===== src/rtl/cmp_cfg_pkg.sv =====
/*
  constants for the dual comparator control block: register map,
  field positions, reset values, mode codes and timing.
  assumes a 10 MHz system clock.
*/
package cmp_cfg_pkg;

  localparam logic [7:0] CFG_ADDR      = 8'h1F;
  localparam logic [7:0] IRQ_STAT_ADDR = 8'h20;
  localparam logic [7:0] IRQ_CLR_ADDR  = 8'h21;
  localparam logic [7:0] IRQ_EN_ADDR   = 8'h22;
  localparam logic [7:0] DIR_ADDR      = 8'h23;

  localparam int BIT_TWO_RESULT = 7;
  localparam int BIT_ONE_RESULT = 6;
  localparam int BIT_TWO_POL    = 5;
  localparam int BIT_ONE_POL    = 4;
  localparam int BIT_SWITCH     = 3;
  localparam int MODE_HI        = 2;

  localparam logic [7:0] CFG_RESET = 8'h00;
  localparam logic [7:0] DIR_RESET = 8'hFF;

  // event bits: 0 result one changed, 1 result two changed, 2 settled
  localparam int EV_ONE    = 0;
  localparam int EV_TWO    = 1;
  localparam int EV_SETTLE = 2;

  typedef enum logic [2:0] {
    MODE_0 = 3'b000,
    MODE_1 = 3'b001,
    MODE_2 = 3'b010,
    MODE_3 = 3'b011,
    MODE_4 = 3'b100,
    MODE_5 = 3'b101,
    MODE_6 = 3'b110,
    MODE_7 = 3'b111
  } cmp_mode_t;

  // minus and plus input source selectors
  localparam logic [2:0] SEL_PIN0 = 3'h0;
  localparam logic [2:0] SEL_PIN1 = 3'h1;
  localparam logic [2:0] SEL_PIN2 = 3'h2;
  localparam logic [2:0] SEL_PIN3 = 3'h3;
  localparam logic [2:0] SEL_VREF = 3'h4;
  localparam logic [2:0] SEL_OFF  = 3'h7;

  localparam int CLK_HZ         = 10_000_000;
  localparam int SETTLE_NS      = 10_000;
  localparam int SETTLE_CYCLES  = (SETTLE_NS * (CLK_HZ / 1_000_000) + 999) / 1000;

endpackage


===== src/rtl/dual_comparator_config.sv =====
/*
  control and status for two analog comparators: configuration register,
  minus input routing, synchronised results with polarity, event interrupt.
  assumes analog cores outside drive asynchronous result levels and act
  on the select codes; software uses a one-cycle strobe register port.
*/
// Strobed register access is this design's own decision.
`timescale 1ns/10ps

module dual_comparator_config
  import cmp_cfg_pkg::*;
#(
  parameter int SETTLE = SETTLE_CYCLES
)(
  input  wire logic       clk,
  input  wire logic       rst_n,
  input  wire logic [7:0] addr,
  input  wire logic [7:0] wdata,
  input  wire logic       wr,
  input  wire logic       rd,
  output logic      [7:0] rdata,
  input  wire logic       raw_one,
  input  wire logic       raw_two,
  output logic      [2:0] one_minus_sel,
  output logic      [2:0] two_minus_sel,
  output logic      [2:0] one_plus_sel,
  output logic      [2:0] two_plus_sel,
  output logic      [3:0] pin_dir,
  output logic            result_valid,
  output logic            irq
);
  import cmp_cfg_pkg::*;

  typedef struct packed {
    logic [7:0]  cfg;
    logic [7:0]  dir;
    logic [2:0]  stat;
    logic [2:0]  en;
    logic [1:0]  s1;
    logic [1:0]  s2;
    logic [1:0]  res;
    logic [15:0] settle;
    logic        valid;
    logic [7:0]  rdata;
    logic [2:0]  one_m;
    logic [2:0]  two_m;
    logic [2:0]  one_p;
    logic [2:0]  two_p;
    logic        irq;
  } state_t;

  state_t st_reg;
  state_t st_next;

  logic [1:0] pol_res;
  logic [2:0] ev;
  logic [2:0] mode_w;
  logic       sw;
  logic [2:0] om;
  logic [2:0] tm;
  logic [2:0] op;
  logic [2:0] tp;

  always_comb
  begin
    st_next = st_reg;
    // second stage only feeds logic; first stage read by second alone
    st_next.s1 = {raw_two, raw_one};
    st_next.s2 = st_reg.s1;
    pol_res = st_reg.s2 ^ st_reg.cfg[BIT_TWO_POL:BIT_ONE_POL];
    st_next.res = pol_res;
    ev = 3'b000;

    // register writes
    if (wr)
    begin
      case (addr)
        CFG_ADDR:
        begin
          // result bits are read-only, keep stored values
          st_next.cfg[5:0] = wdata[5:0];
          if (wdata[MODE_HI:0] != st_reg.cfg[MODE_HI:0])
          begin
            st_next.valid  = 1'b0;
            st_next.settle = SETTLE[15:0];
          end
        end
        DIR_ADDR:     st_next.dir = wdata;
        IRQ_EN_ADDR:  st_next.en = wdata[2:0];
        IRQ_CLR_ADDR: st_next.stat = st_reg.stat & ~wdata[2:0];
        default:      st_next.dir = st_reg.dir;
      endcase
    end

    // settling countdown after a mode change
    if (!st_reg.valid && !(wr && addr == CFG_ADDR && wdata[MODE_HI:0] != st_reg.cfg[MODE_HI:0]))
    begin
      if (st_reg.settle <= 16'h0001)
      begin
        st_next.valid  = 1'b1;
        st_next.settle = 16'h0000;
        ev[EV_SETTLE]  = 1'b1;
      end
      else
        st_next.settle = st_reg.settle - 16'h0001;
    end

    // result change events only while results are trusted
    if (st_reg.valid)
      ev[1:0] = pol_res ^ st_reg.res;

    st_next.cfg[BIT_TWO_RESULT] = pol_res[1];
    st_next.cfg[BIT_ONE_RESULT] = pol_res[0];

    // set wins over a same-cycle clear
    st_next.stat = st_next.stat | ev;

    // minus/plus routing by mode
    mode_w = st_next.cfg[MODE_HI:0];
    sw     = st_next.cfg[BIT_SWITCH];
    om = SEL_OFF;
    tm = SEL_OFF;
    op = SEL_OFF;
    tp = SEL_OFF;
    case (cmp_mode_t'(mode_w))
      // both cores on pins, switch bit has no effect here
      MODE_0:
      begin
        om = SEL_PIN0;
        tm = SEL_PIN1;
        op = SEL_PIN3;
        tp = SEL_PIN2;
      end
      MODE_1:
      begin
        om = sw ? SEL_PIN3 : SEL_PIN0;
        op = SEL_PIN2;
        tm = SEL_PIN1;
        tp = SEL_PIN2;
      end
      MODE_2:
      begin
        om = sw ? SEL_PIN3 : SEL_PIN0;
        tm = sw ? SEL_PIN2 : SEL_PIN1;
        op = SEL_VREF;
        tp = SEL_VREF;
      end
      // remaining modes keep fixed routes whatever the switch holds
      MODE_3:
      begin
        om = SEL_PIN0;
        tm = SEL_PIN1;
        op = SEL_PIN2;
        tp = SEL_PIN2;
      end
      MODE_4:
      begin
        om = SEL_PIN0;
        tm = SEL_PIN1;
        op = SEL_PIN3;
        tp = SEL_PIN2;
      end
      MODE_5:
      begin
        tm = SEL_PIN1;
        tp = SEL_PIN2;
      end
      MODE_6:
      begin
        om = SEL_PIN0;
        tm = SEL_PIN1;
        op = SEL_PIN2;
        tp = SEL_PIN2;
      end
      MODE_7: ;
      default: ;
    endcase
    st_next.one_m = om;
    st_next.two_m = tm;
    st_next.one_p = op;
    st_next.two_p = tp;

    st_next.irq = |(st_next.stat & st_next.en);

    // read data stands one cycle after the strobe only
    st_next.rdata = 8'h00;
    if (rd)
    begin
      case (addr)
        CFG_ADDR:      st_next.rdata = st_reg.cfg;
        DIR_ADDR:      st_next.rdata = st_reg.dir;
        IRQ_STAT_ADDR: st_next.rdata = {5'h00, st_reg.stat};
        IRQ_EN_ADDR:   st_next.rdata = {5'h00, st_reg.en};
        default:       st_next.rdata = 8'h00;
      endcase
    end
  end

  // state register, every output comes from here
  always_ff @(posedge clk or negedge rst_n)
  begin
    if (!rst_n)
    begin
      st_reg       <= '0;
      st_reg.cfg   <= CFG_RESET;
      st_reg.dir   <= DIR_RESET;
      st_reg.valid <= 1'b1;
      st_reg.one_m <= SEL_PIN0;
      st_reg.two_m <= SEL_PIN1;
      st_reg.one_p <= SEL_PIN3;
      st_reg.two_p <= SEL_PIN2;
    end
    else
      st_reg <= st_next;
  end

  assign rdata         = st_reg.rdata;
  assign one_minus_sel = st_reg.one_m;
  assign two_minus_sel = st_reg.two_m;
  assign one_plus_sel  = st_reg.one_p;
  assign two_plus_sel  = st_reg.two_p;
  assign pin_dir       = st_reg.dir[3:0];
  assign result_valid  = st_reg.valid;
  assign irq           = st_reg.irq;

  a_mode_one_route: assert property (@(posedge clk) disable iff (!rst_n)
    (st_reg.cfg[2:0] == 3'b001) |-> (st_reg.one_m == (st_reg.cfg[3] ? SEL_PIN3 : SEL_PIN0)))
    else $error("mode one routing wrong");

  a_mode_two_route: assert property (@(posedge clk) disable iff (!rst_n)
    (st_reg.cfg[2:0] == 3'b010) |-> (st_reg.two_m == (st_reg.cfg[3] ? SEL_PIN2 : SEL_PIN1)))
    else $error("mode two routing wrong");

  a_result_two_pol: assert property (@(posedge clk) disable iff (!rst_n)
    st_reg.cfg[7] == ($past(st_reg.s2[1]) ^ $past(st_reg.cfg[5])))
    else $error("result two polarity wrong");

  a_result_one_pol: assert property (@(posedge clk) disable iff (!rst_n)
    st_reg.cfg[6] == ($past(st_reg.s2[0]) ^ $past(st_reg.cfg[4])))
    else $error("result one polarity wrong");

  a_sync_depth: assert property (@(posedge clk) disable iff (!rst_n)
    $rose(raw_one) ##1 raw_one [*2] |-> st_reg.s2[0])
    else $error("sync depth wrong");

  a_mode_invalid: assert property (@(posedge clk) disable iff (!rst_n)
    (wr && addr == CFG_ADDR && wdata[2:0] != st_reg.cfg[2:0]) |=> !result_valid)
    else $error("mode change not flagged");

  a_direction_copy: assert property (@(posedge clk) disable iff (!rst_n)
    (wr && addr == DIR_ADDR) |=> pin_dir == $past(wdata[3:0]))
    else $error("direction not taken");

  a_polarity_store: assert property (@(posedge clk) disable iff (!rst_n)
    (wr && addr == CFG_ADDR) |=> st_reg.cfg[5:3] == $past(wdata[5:3]))
    else $error("control bits not stored");

  a_irq_level: assert property (@(posedge clk) disable iff (!rst_n)
    irq == |(st_reg.stat & st_reg.en))
    else $error("irq mismatch");

  // register port: read data stand one cycle, zero otherwise
  a_rdata_idle: assert property (@(posedge clk) disable iff (!rst_n)
    !rd |=> rdata == 8'h00)
    else $error("read data not idle");

  a_cfg_read: assert property (@(posedge clk) disable iff (!rst_n)
    (rd && addr == CFG_ADDR) |=> rdata == $past(st_reg.cfg))
    else $error("config read wrong");

  a_dir_read: assert property (@(posedge clk) disable iff (!rst_n)
    (rd && addr == DIR_ADDR) |=> rdata == $past(st_reg.dir))
    else $error("direction read wrong");

  // directions only move on their own register, never on a mode write
  a_dir_hold: assert property (@(posedge clk) disable iff (!rst_n)
    !(wr && addr == DIR_ADDR) |=> $stable(pin_dir))
    else $error("direction moved");

  // result bits are read-only, a config write must not reach them
  a_result_ro: assert property (@(posedge clk) disable iff (!rst_n)
    (wr && addr == CFG_ADDR) |=> st_reg.cfg[7:6] == $past(pol_res))
    else $error("result bits written");

  a_sync_stage: assert property (@(posedge clk) disable iff (!rst_n)
    st_reg.s2 == $past(st_reg.s1))
    else $error("second stage skipped");

  // routing per mode
  a_mode_zero_route: assert property (@(posedge clk) disable iff (!rst_n)
    (st_reg.cfg[2:0] == 3'b000) |-> (st_reg.one_m == SEL_PIN0 && st_reg.two_m == SEL_PIN1))
    else $error("mode zero routing wrong");

  a_mode_two_vref: assert property (@(posedge clk) disable iff (!rst_n)
    (st_reg.cfg[2:0] == 3'b010) |-> (st_reg.one_p == SEL_VREF && st_reg.two_p == SEL_VREF))
    else $error("reference not selected");

  a_mode_two_one: assert property (@(posedge clk) disable iff (!rst_n)
    (st_reg.cfg[2:0] == 3'b010) |-> (st_reg.one_m == (st_reg.cfg[3] ? SEL_PIN3 : SEL_PIN0)))
    else $error("mode two first minus wrong");

  a_mode_three_fixed: assert property (@(posedge clk) disable iff (!rst_n)
    (st_reg.cfg[2:0] == 3'b011) |-> (st_reg.one_m == SEL_PIN0 && st_reg.two_m == SEL_PIN1))
    else $error("switch leaked into mode three");

  a_mode_off: assert property (@(posedge clk) disable iff (!rst_n)
    (st_reg.cfg[2:0] == 3'b111) |-> (st_reg.one_m == SEL_OFF && st_reg.two_m == SEL_OFF
      && st_reg.one_p == SEL_OFF && st_reg.two_p == SEL_OFF))
    else $error("off mode still routed");

  // settling window and its event
  a_settle_event: assert property (@(posedge clk) disable iff (!rst_n)
    $rose(result_valid) |-> st_reg.stat[EV_SETTLE])
    else $error("settle event missing");

  a_same_mode_valid: assert property (@(posedge clk) disable iff (!rst_n)
    (wr && addr == CFG_ADDR && wdata[2:0] == st_reg.cfg[2:0] && result_valid) |=> result_valid)
    else $error("same mode restarted settling");

  a_settle_load: assert property (@(posedge clk) disable iff (!rst_n)
    (wr && addr == CFG_ADDR && wdata[2:0] != st_reg.cfg[2:0]) |=> st_reg.settle == SETTLE[15:0])
    else $error("settle count not loaded");

  // a clear in the cycle of a new event must lose
  a_set_wins: assert property (@(posedge clk) disable iff (!rst_n)
    (wr && addr == IRQ_CLR_ADDR && wdata[EV_SETTLE] && ev[EV_SETTLE]) |=> st_reg.stat[EV_SETTLE])
    else $error("clear beat new event");

endmodule


===== config.mk =====
export PLATFORM = sky130hd
export DESIGN_NAME = dual_comparator_config
export DESIGN_NICKNAME = d
export VERILOG_FILES = /design/src/rtl/cmp_cfg_pkg.sv /design/src/rtl/dual_comparator_config.sv
export SDC_FILE = /design/constraint.sdc
export NUM_CORES = 1
export LEC_CHECK = 0
export BUFFER_PORTS_ARGS = -buffer_cell sky130_fd_sc_hd__buf_2
export CAP_MARGIN = 25
export CORE_UTILIZATION = 45
export DETAILED_ROUTE_END_ITERATION = 16
export PLACE_DENSITY_LB_ADDON = 0.3
export SLEW_MARGIN = 0
export SYNTH_ARGS = -nofsm -noshare
export SYNTH_HDL_FRONTEND = slang
export SYNTH_SLANG_ARGS = --single-unit

===== constraint.sdc =====
create_clock -name clk -period 2.9 [get_ports clk]
set_input_delay 0 -clock clk [delete_from_list [all_inputs] [get_ports clk]]
set_output_delay 0 -clock clk [all_outputs]
set_load 0.02 [all_outputs]

==> out/metrics.json <==
{
  "largest_register_ff_count": {"value": 36},
  "detailroute.via_count": {"value": 2119},
  "synth_seq_area_share": {"value": 52.4, "unit": "%"},
  "die_area": {"value": 6980, "unit": "um^2"},
  "die_w": {"value": 83.5, "unit": "um"},
  "final-max-slew-violation-count": {"value": 0},
  "run_status": {"value": "finished, final reports clean"},
  "rsz_0062_raised_after_global_routing": {"value": "false"},
  "finalHoldViolCount": {"value": 0},
  "antenna_found_initial": {"value": 0},
  "area_growth_syn_to_layout": {"value": 14.5, "unit": "%"},
  "clk_root_buffer_cell": {"value": "sky130_fd_sc_hd__clkbuf_8"},
  "final_net_count": {"value": 340},
  "overflow_left_after_global_routing": {"value": 0},
  "power.total": {"value": 2010, "unit": "uW"},
  "syn-num-nets": {"value": 300},
  "async_flop_share": {"value": 100, "unit": "%"},
  "ctsResizeCount": {"value": 0},
  "first_global_vias": {"value": 2107},
  "timing.final.crit_period": {"value": 2.18, "unit": "ns"},
  "dominant_register_cell_in_the_synthesized_netlist": {"value": "sky130_fd_sc_hd__dfrtp_1"},
  "ys_types": {"value": 49},
  "drt_pre_antenna_iters": {"value": 4},
  "cts_made_buffers": {"value": 9},
  "port_buffers": {"value": 47},
  "setup.worst_path.end_class": {"value": "flip-flop"},
  "clock_sinks": {"value": 62},
  "post_synth.cell_area_avg": {"value": 10.8, "unit": "um^2"},
  "num_rows": {"value": 29},
  "final_min_period_over_clock_period": {"value": 75.1, "unit": "%"},
  "setup_violations": {"value": 0},
  "grt_start_max_net_pins": {"value": 33},
  "instances_no_fill": {"value": 398},
  "synthCells": {"value": 276},
  "worst_slew_margin_rel": {"value": 54.0, "unit": "%"},
  "detailed_route_wire_length": {"value": 5810, "unit": "um"},
  "vdd.ir_drop.worst": {"value": 0.459, "unit": "mV"},
  "hold_removal_path_class": {"value": "primary input to flip-flop"},
  "power.static_leakage": {"value": 0.00156, "unit": "uW"},
  "die_h": {"value": 83.5, "unit": "um"},
  "max_slew.worst_pin.slew": {"value": 0.691, "unit": "ns"},
  "average_via_count_per_standard_cell": {"value": 5.32},
  "final.setup_skew": {"value": 0.00707, "unit": "ns"},
  "timing.fmax": {"value": 459, "unit": "MHz"},
  "maxCapViolCount": {"value": 0},
  "cpMaxStageDelayCell": {"value": "sky130_fd_sc_hd__nor4_2"},
  "layout.cells.most_common": {"value": "sky130_fd_sc_hd__dfrtp_1"},
  "worstPathCellList": {"value": "nor4_2 -> and4_1 -> and2_1 -> nor2_1 -> a221o_1"},
  "ant_nets": {"value": 0},
  "critPathLaunchType": {"value": "flip-flop"},
  "worst-endpoint-arrival": {"value": 2.40, "unit": "ns"},
  "power-per-cell-area": {"value": 587, "unit": "nW/um^2"},
  "critPathMaxStageDelay": {"value": 0.46, "unit": "ns"},
  "tns": {"value": 0, "unit": "ns"},
  "insertion_delay": {"value": 0.34, "unit": "ns"},
  "globalRouteTotalUtil": {"value": 18.5, "unit": "%"},
  "n_antenna_cell": {"value": 0},
  "final_core_utilization": {"value": 53.6, "unit": "%"},
  "cts.path.max_buffers": {"value": 2},
  "grt_first_pass_wirelength": {"value": 9980, "unit": "um"},
  "timing.setup.critical_path_class": {"value": "flip-flop to flip-flop"},
  "most-common-layout-cells": {"value": "sky130_fd_sc_hd__dfrtp_1 (49), sky130_fd_sc_hd__buf_2 (47), sky130_fd_sc_hd__nor2_1 (25), sky130_fd_sc_hd__nand2_1 (24), sky130_fd_sc_hd__mux2_2 (16)"},
  "yosysWarnings": {"value": 0},
  "ys_seq_elements": {"value": 62},
  "placeableCoreArea": {"value": 6390, "unit": "um^2"},
  "post_synth_instance_area": {"value": 2990, "unit": "um^2"},
  "clock_tree_from_tritoncts": {"value": "built"},
  "post_route_cells_drive_above_1_share": {"value": 31.5, "unit": "%"},
  "gp_congestion": {"value": 0.824},
  "dr.first_iter.drc_count": {"value": 104},
  "synth_enable_flop_cells": {"value": 0},
  "crit_required": {"value": 3.12, "unit": "ns"},
  "timing.critical_path.fanout_max": {"value": 12},
  "clock_pin_slew_on_the_worst_setup_and_hold_paths": {"value": 0.07, "unit": "ns"},
  "clock_tree.htree_level_count": {"value": 3},
  "route.detailed.drc": {"value": 0},
  "cell_count_after_placement": {"value": 374},
  "dp_hpwl": {"value": 4070, "unit": "um"},
  "pin_count": {"value": 48},
  "routedWlPerCell": {"value": 14.6, "unit": "um"},
  "initial_utilization": {"value": 46.8, "unit": "%"}
}
[per-layer routing]
metal | GRT usage, % | vias to the layer above | routed length, um
li1 | - | 1034 | -
met1 | 24.8 | 1025 | 2800
met3 | 3.76 | 11 | 249
met4 | 10.2 | 0 | 137
met2 | 28.3 | 49 | 2630
met5 | 0 | - | 0
[Yosys cell counts, types with 4 or more instances]
library cell / n / share of area (%)
sky130_fd_sc_hd__xor2_1: 4 / 1.2
sky130_fd_sc_hd__buf_4: 25 / 6.3
sky130_fd_sc_hd__dfrtp_1: 49 / 41
sky130_fd_sc_hd__nand2_1: 24 / 3.0
sky130_fd_sc_hd__a221o_1: 4 / 1.3
sky130_fd_sc_hd__or3_1: 10 / 2.1
sky130_fd_sc_hd__a21oi_1: 15 / 2.5
sky130_fd_sc_hd__nor2_1: 25 / 3.1
sky130_fd_sc_hd__inv_1: 8 / 1.0
sky130_fd_sc_hd__mux2i_1: 7 / 2.3
sky130_fd_sc_hd__nor2b_1: 4 / 0.84
sky130_fd_sc_hd__dfstp_2: 13 / 11
sky130_fd_sc_hd__o21ai_0: 4 / 0.67
sky130_fd_sc_hd__mux2_2: 16 / 6.0
sky130_fd_sc_hd__clkbuf_1: 4 / 0.50
sky130_fd_sc_hd__a22oi_1: 5 / 1.3
sky130_fd_sc_hd__nand3_1: 5 / 0.84
sky130_fd_sc_hd__nor3_1: 7 / 1.2
[where the power goes]
part	switching, uW	leakage, uW	total (uW)	internal [uW]
clock	321	0.0000996	764	443
sequential	70.0	0.000723	1010	940
combinational	126	0.000735	236	110
total	517	0.00156	2010	1490
[area by class of cell]
| class | instances | area [um^2] |
|---|---|---|
| repair buffers | 61 | 360 |
| flip-flops and latches | 62 | 1570 |
| well taps | 77 | 96.3 |
| clock buffers | 13 | 159 |
| inverters | 8 | 30.0 |
| clock inverters | 3 | 42.5 |
| fillers | 596 | 2960 |
| multi-input cells | 174 | 1170 |
[final timing paths]
check	start	to	slack, ns	depth (start not counted)
worst max-delay path	st_reg[28]$_DFFE_PN0P_	st_reg[24]$_DFFE_PN0P_	0.72	5
worst min-delay path	wdata[2]	pin_dir[2]$_DFFE_PN1P_	0.03	2
worst max register to register	st_reg[28]$_DFFE_PN0P_	st_reg[24]$_DFFE_PN0P_	0.72	5
worst min register to register	st_next[41]$_DFF_PN0_	st_reg[41]$_DFF_PN0_	0.35	0
max in group asynchronous	rst_n	result_valid$_DFF_PN1_	1.89	3
min in group asynchronous	rst_n	st_next[40]$_DFF_PN0_	0.24	2
[cells by family (layout without fill, tap and decap cells)]
group	after synthesis	count (layout)	synth area share [%]
fa+ha+maj	2	2	0.836
flops	62	62	52.4
mux	24	24	8.87
xor+xnor	7	7	2.05
compound gates	45	45	10.8
simple gates	96	96	16.6
buf+inv	40	85	8.49
[worst max-delay path, delay by kind of cell (launching register included)]
kind | cells | cell delay (ns)
DFF | 1 | 0.41
AOI/OAI and AO/OA | 1 | 0.33
and+or+nand+nor | 4 | 1.32
[metrics by stage]
stage / hold WS (ns) / area (um^2) / worst slack, ns
after global routing: 0.0377 / 3430 / 0.507
final: 0.0266 / 3430 / 0.722
after detailed placement: 0.0835 / 3140 / 0.746
after floorplan: -0.296 / 2990 / 0.911
after global placement: 0.0730 / 3140 / 0.805
after CTS: 0.0202 / 3430 / 0.722
[repair_timing]
action,CTS,global route
buffers inserted,0,0
hold buffers,8,0
endpoints found under the hold margin,32,0
(Power assumes the default switching activity.)
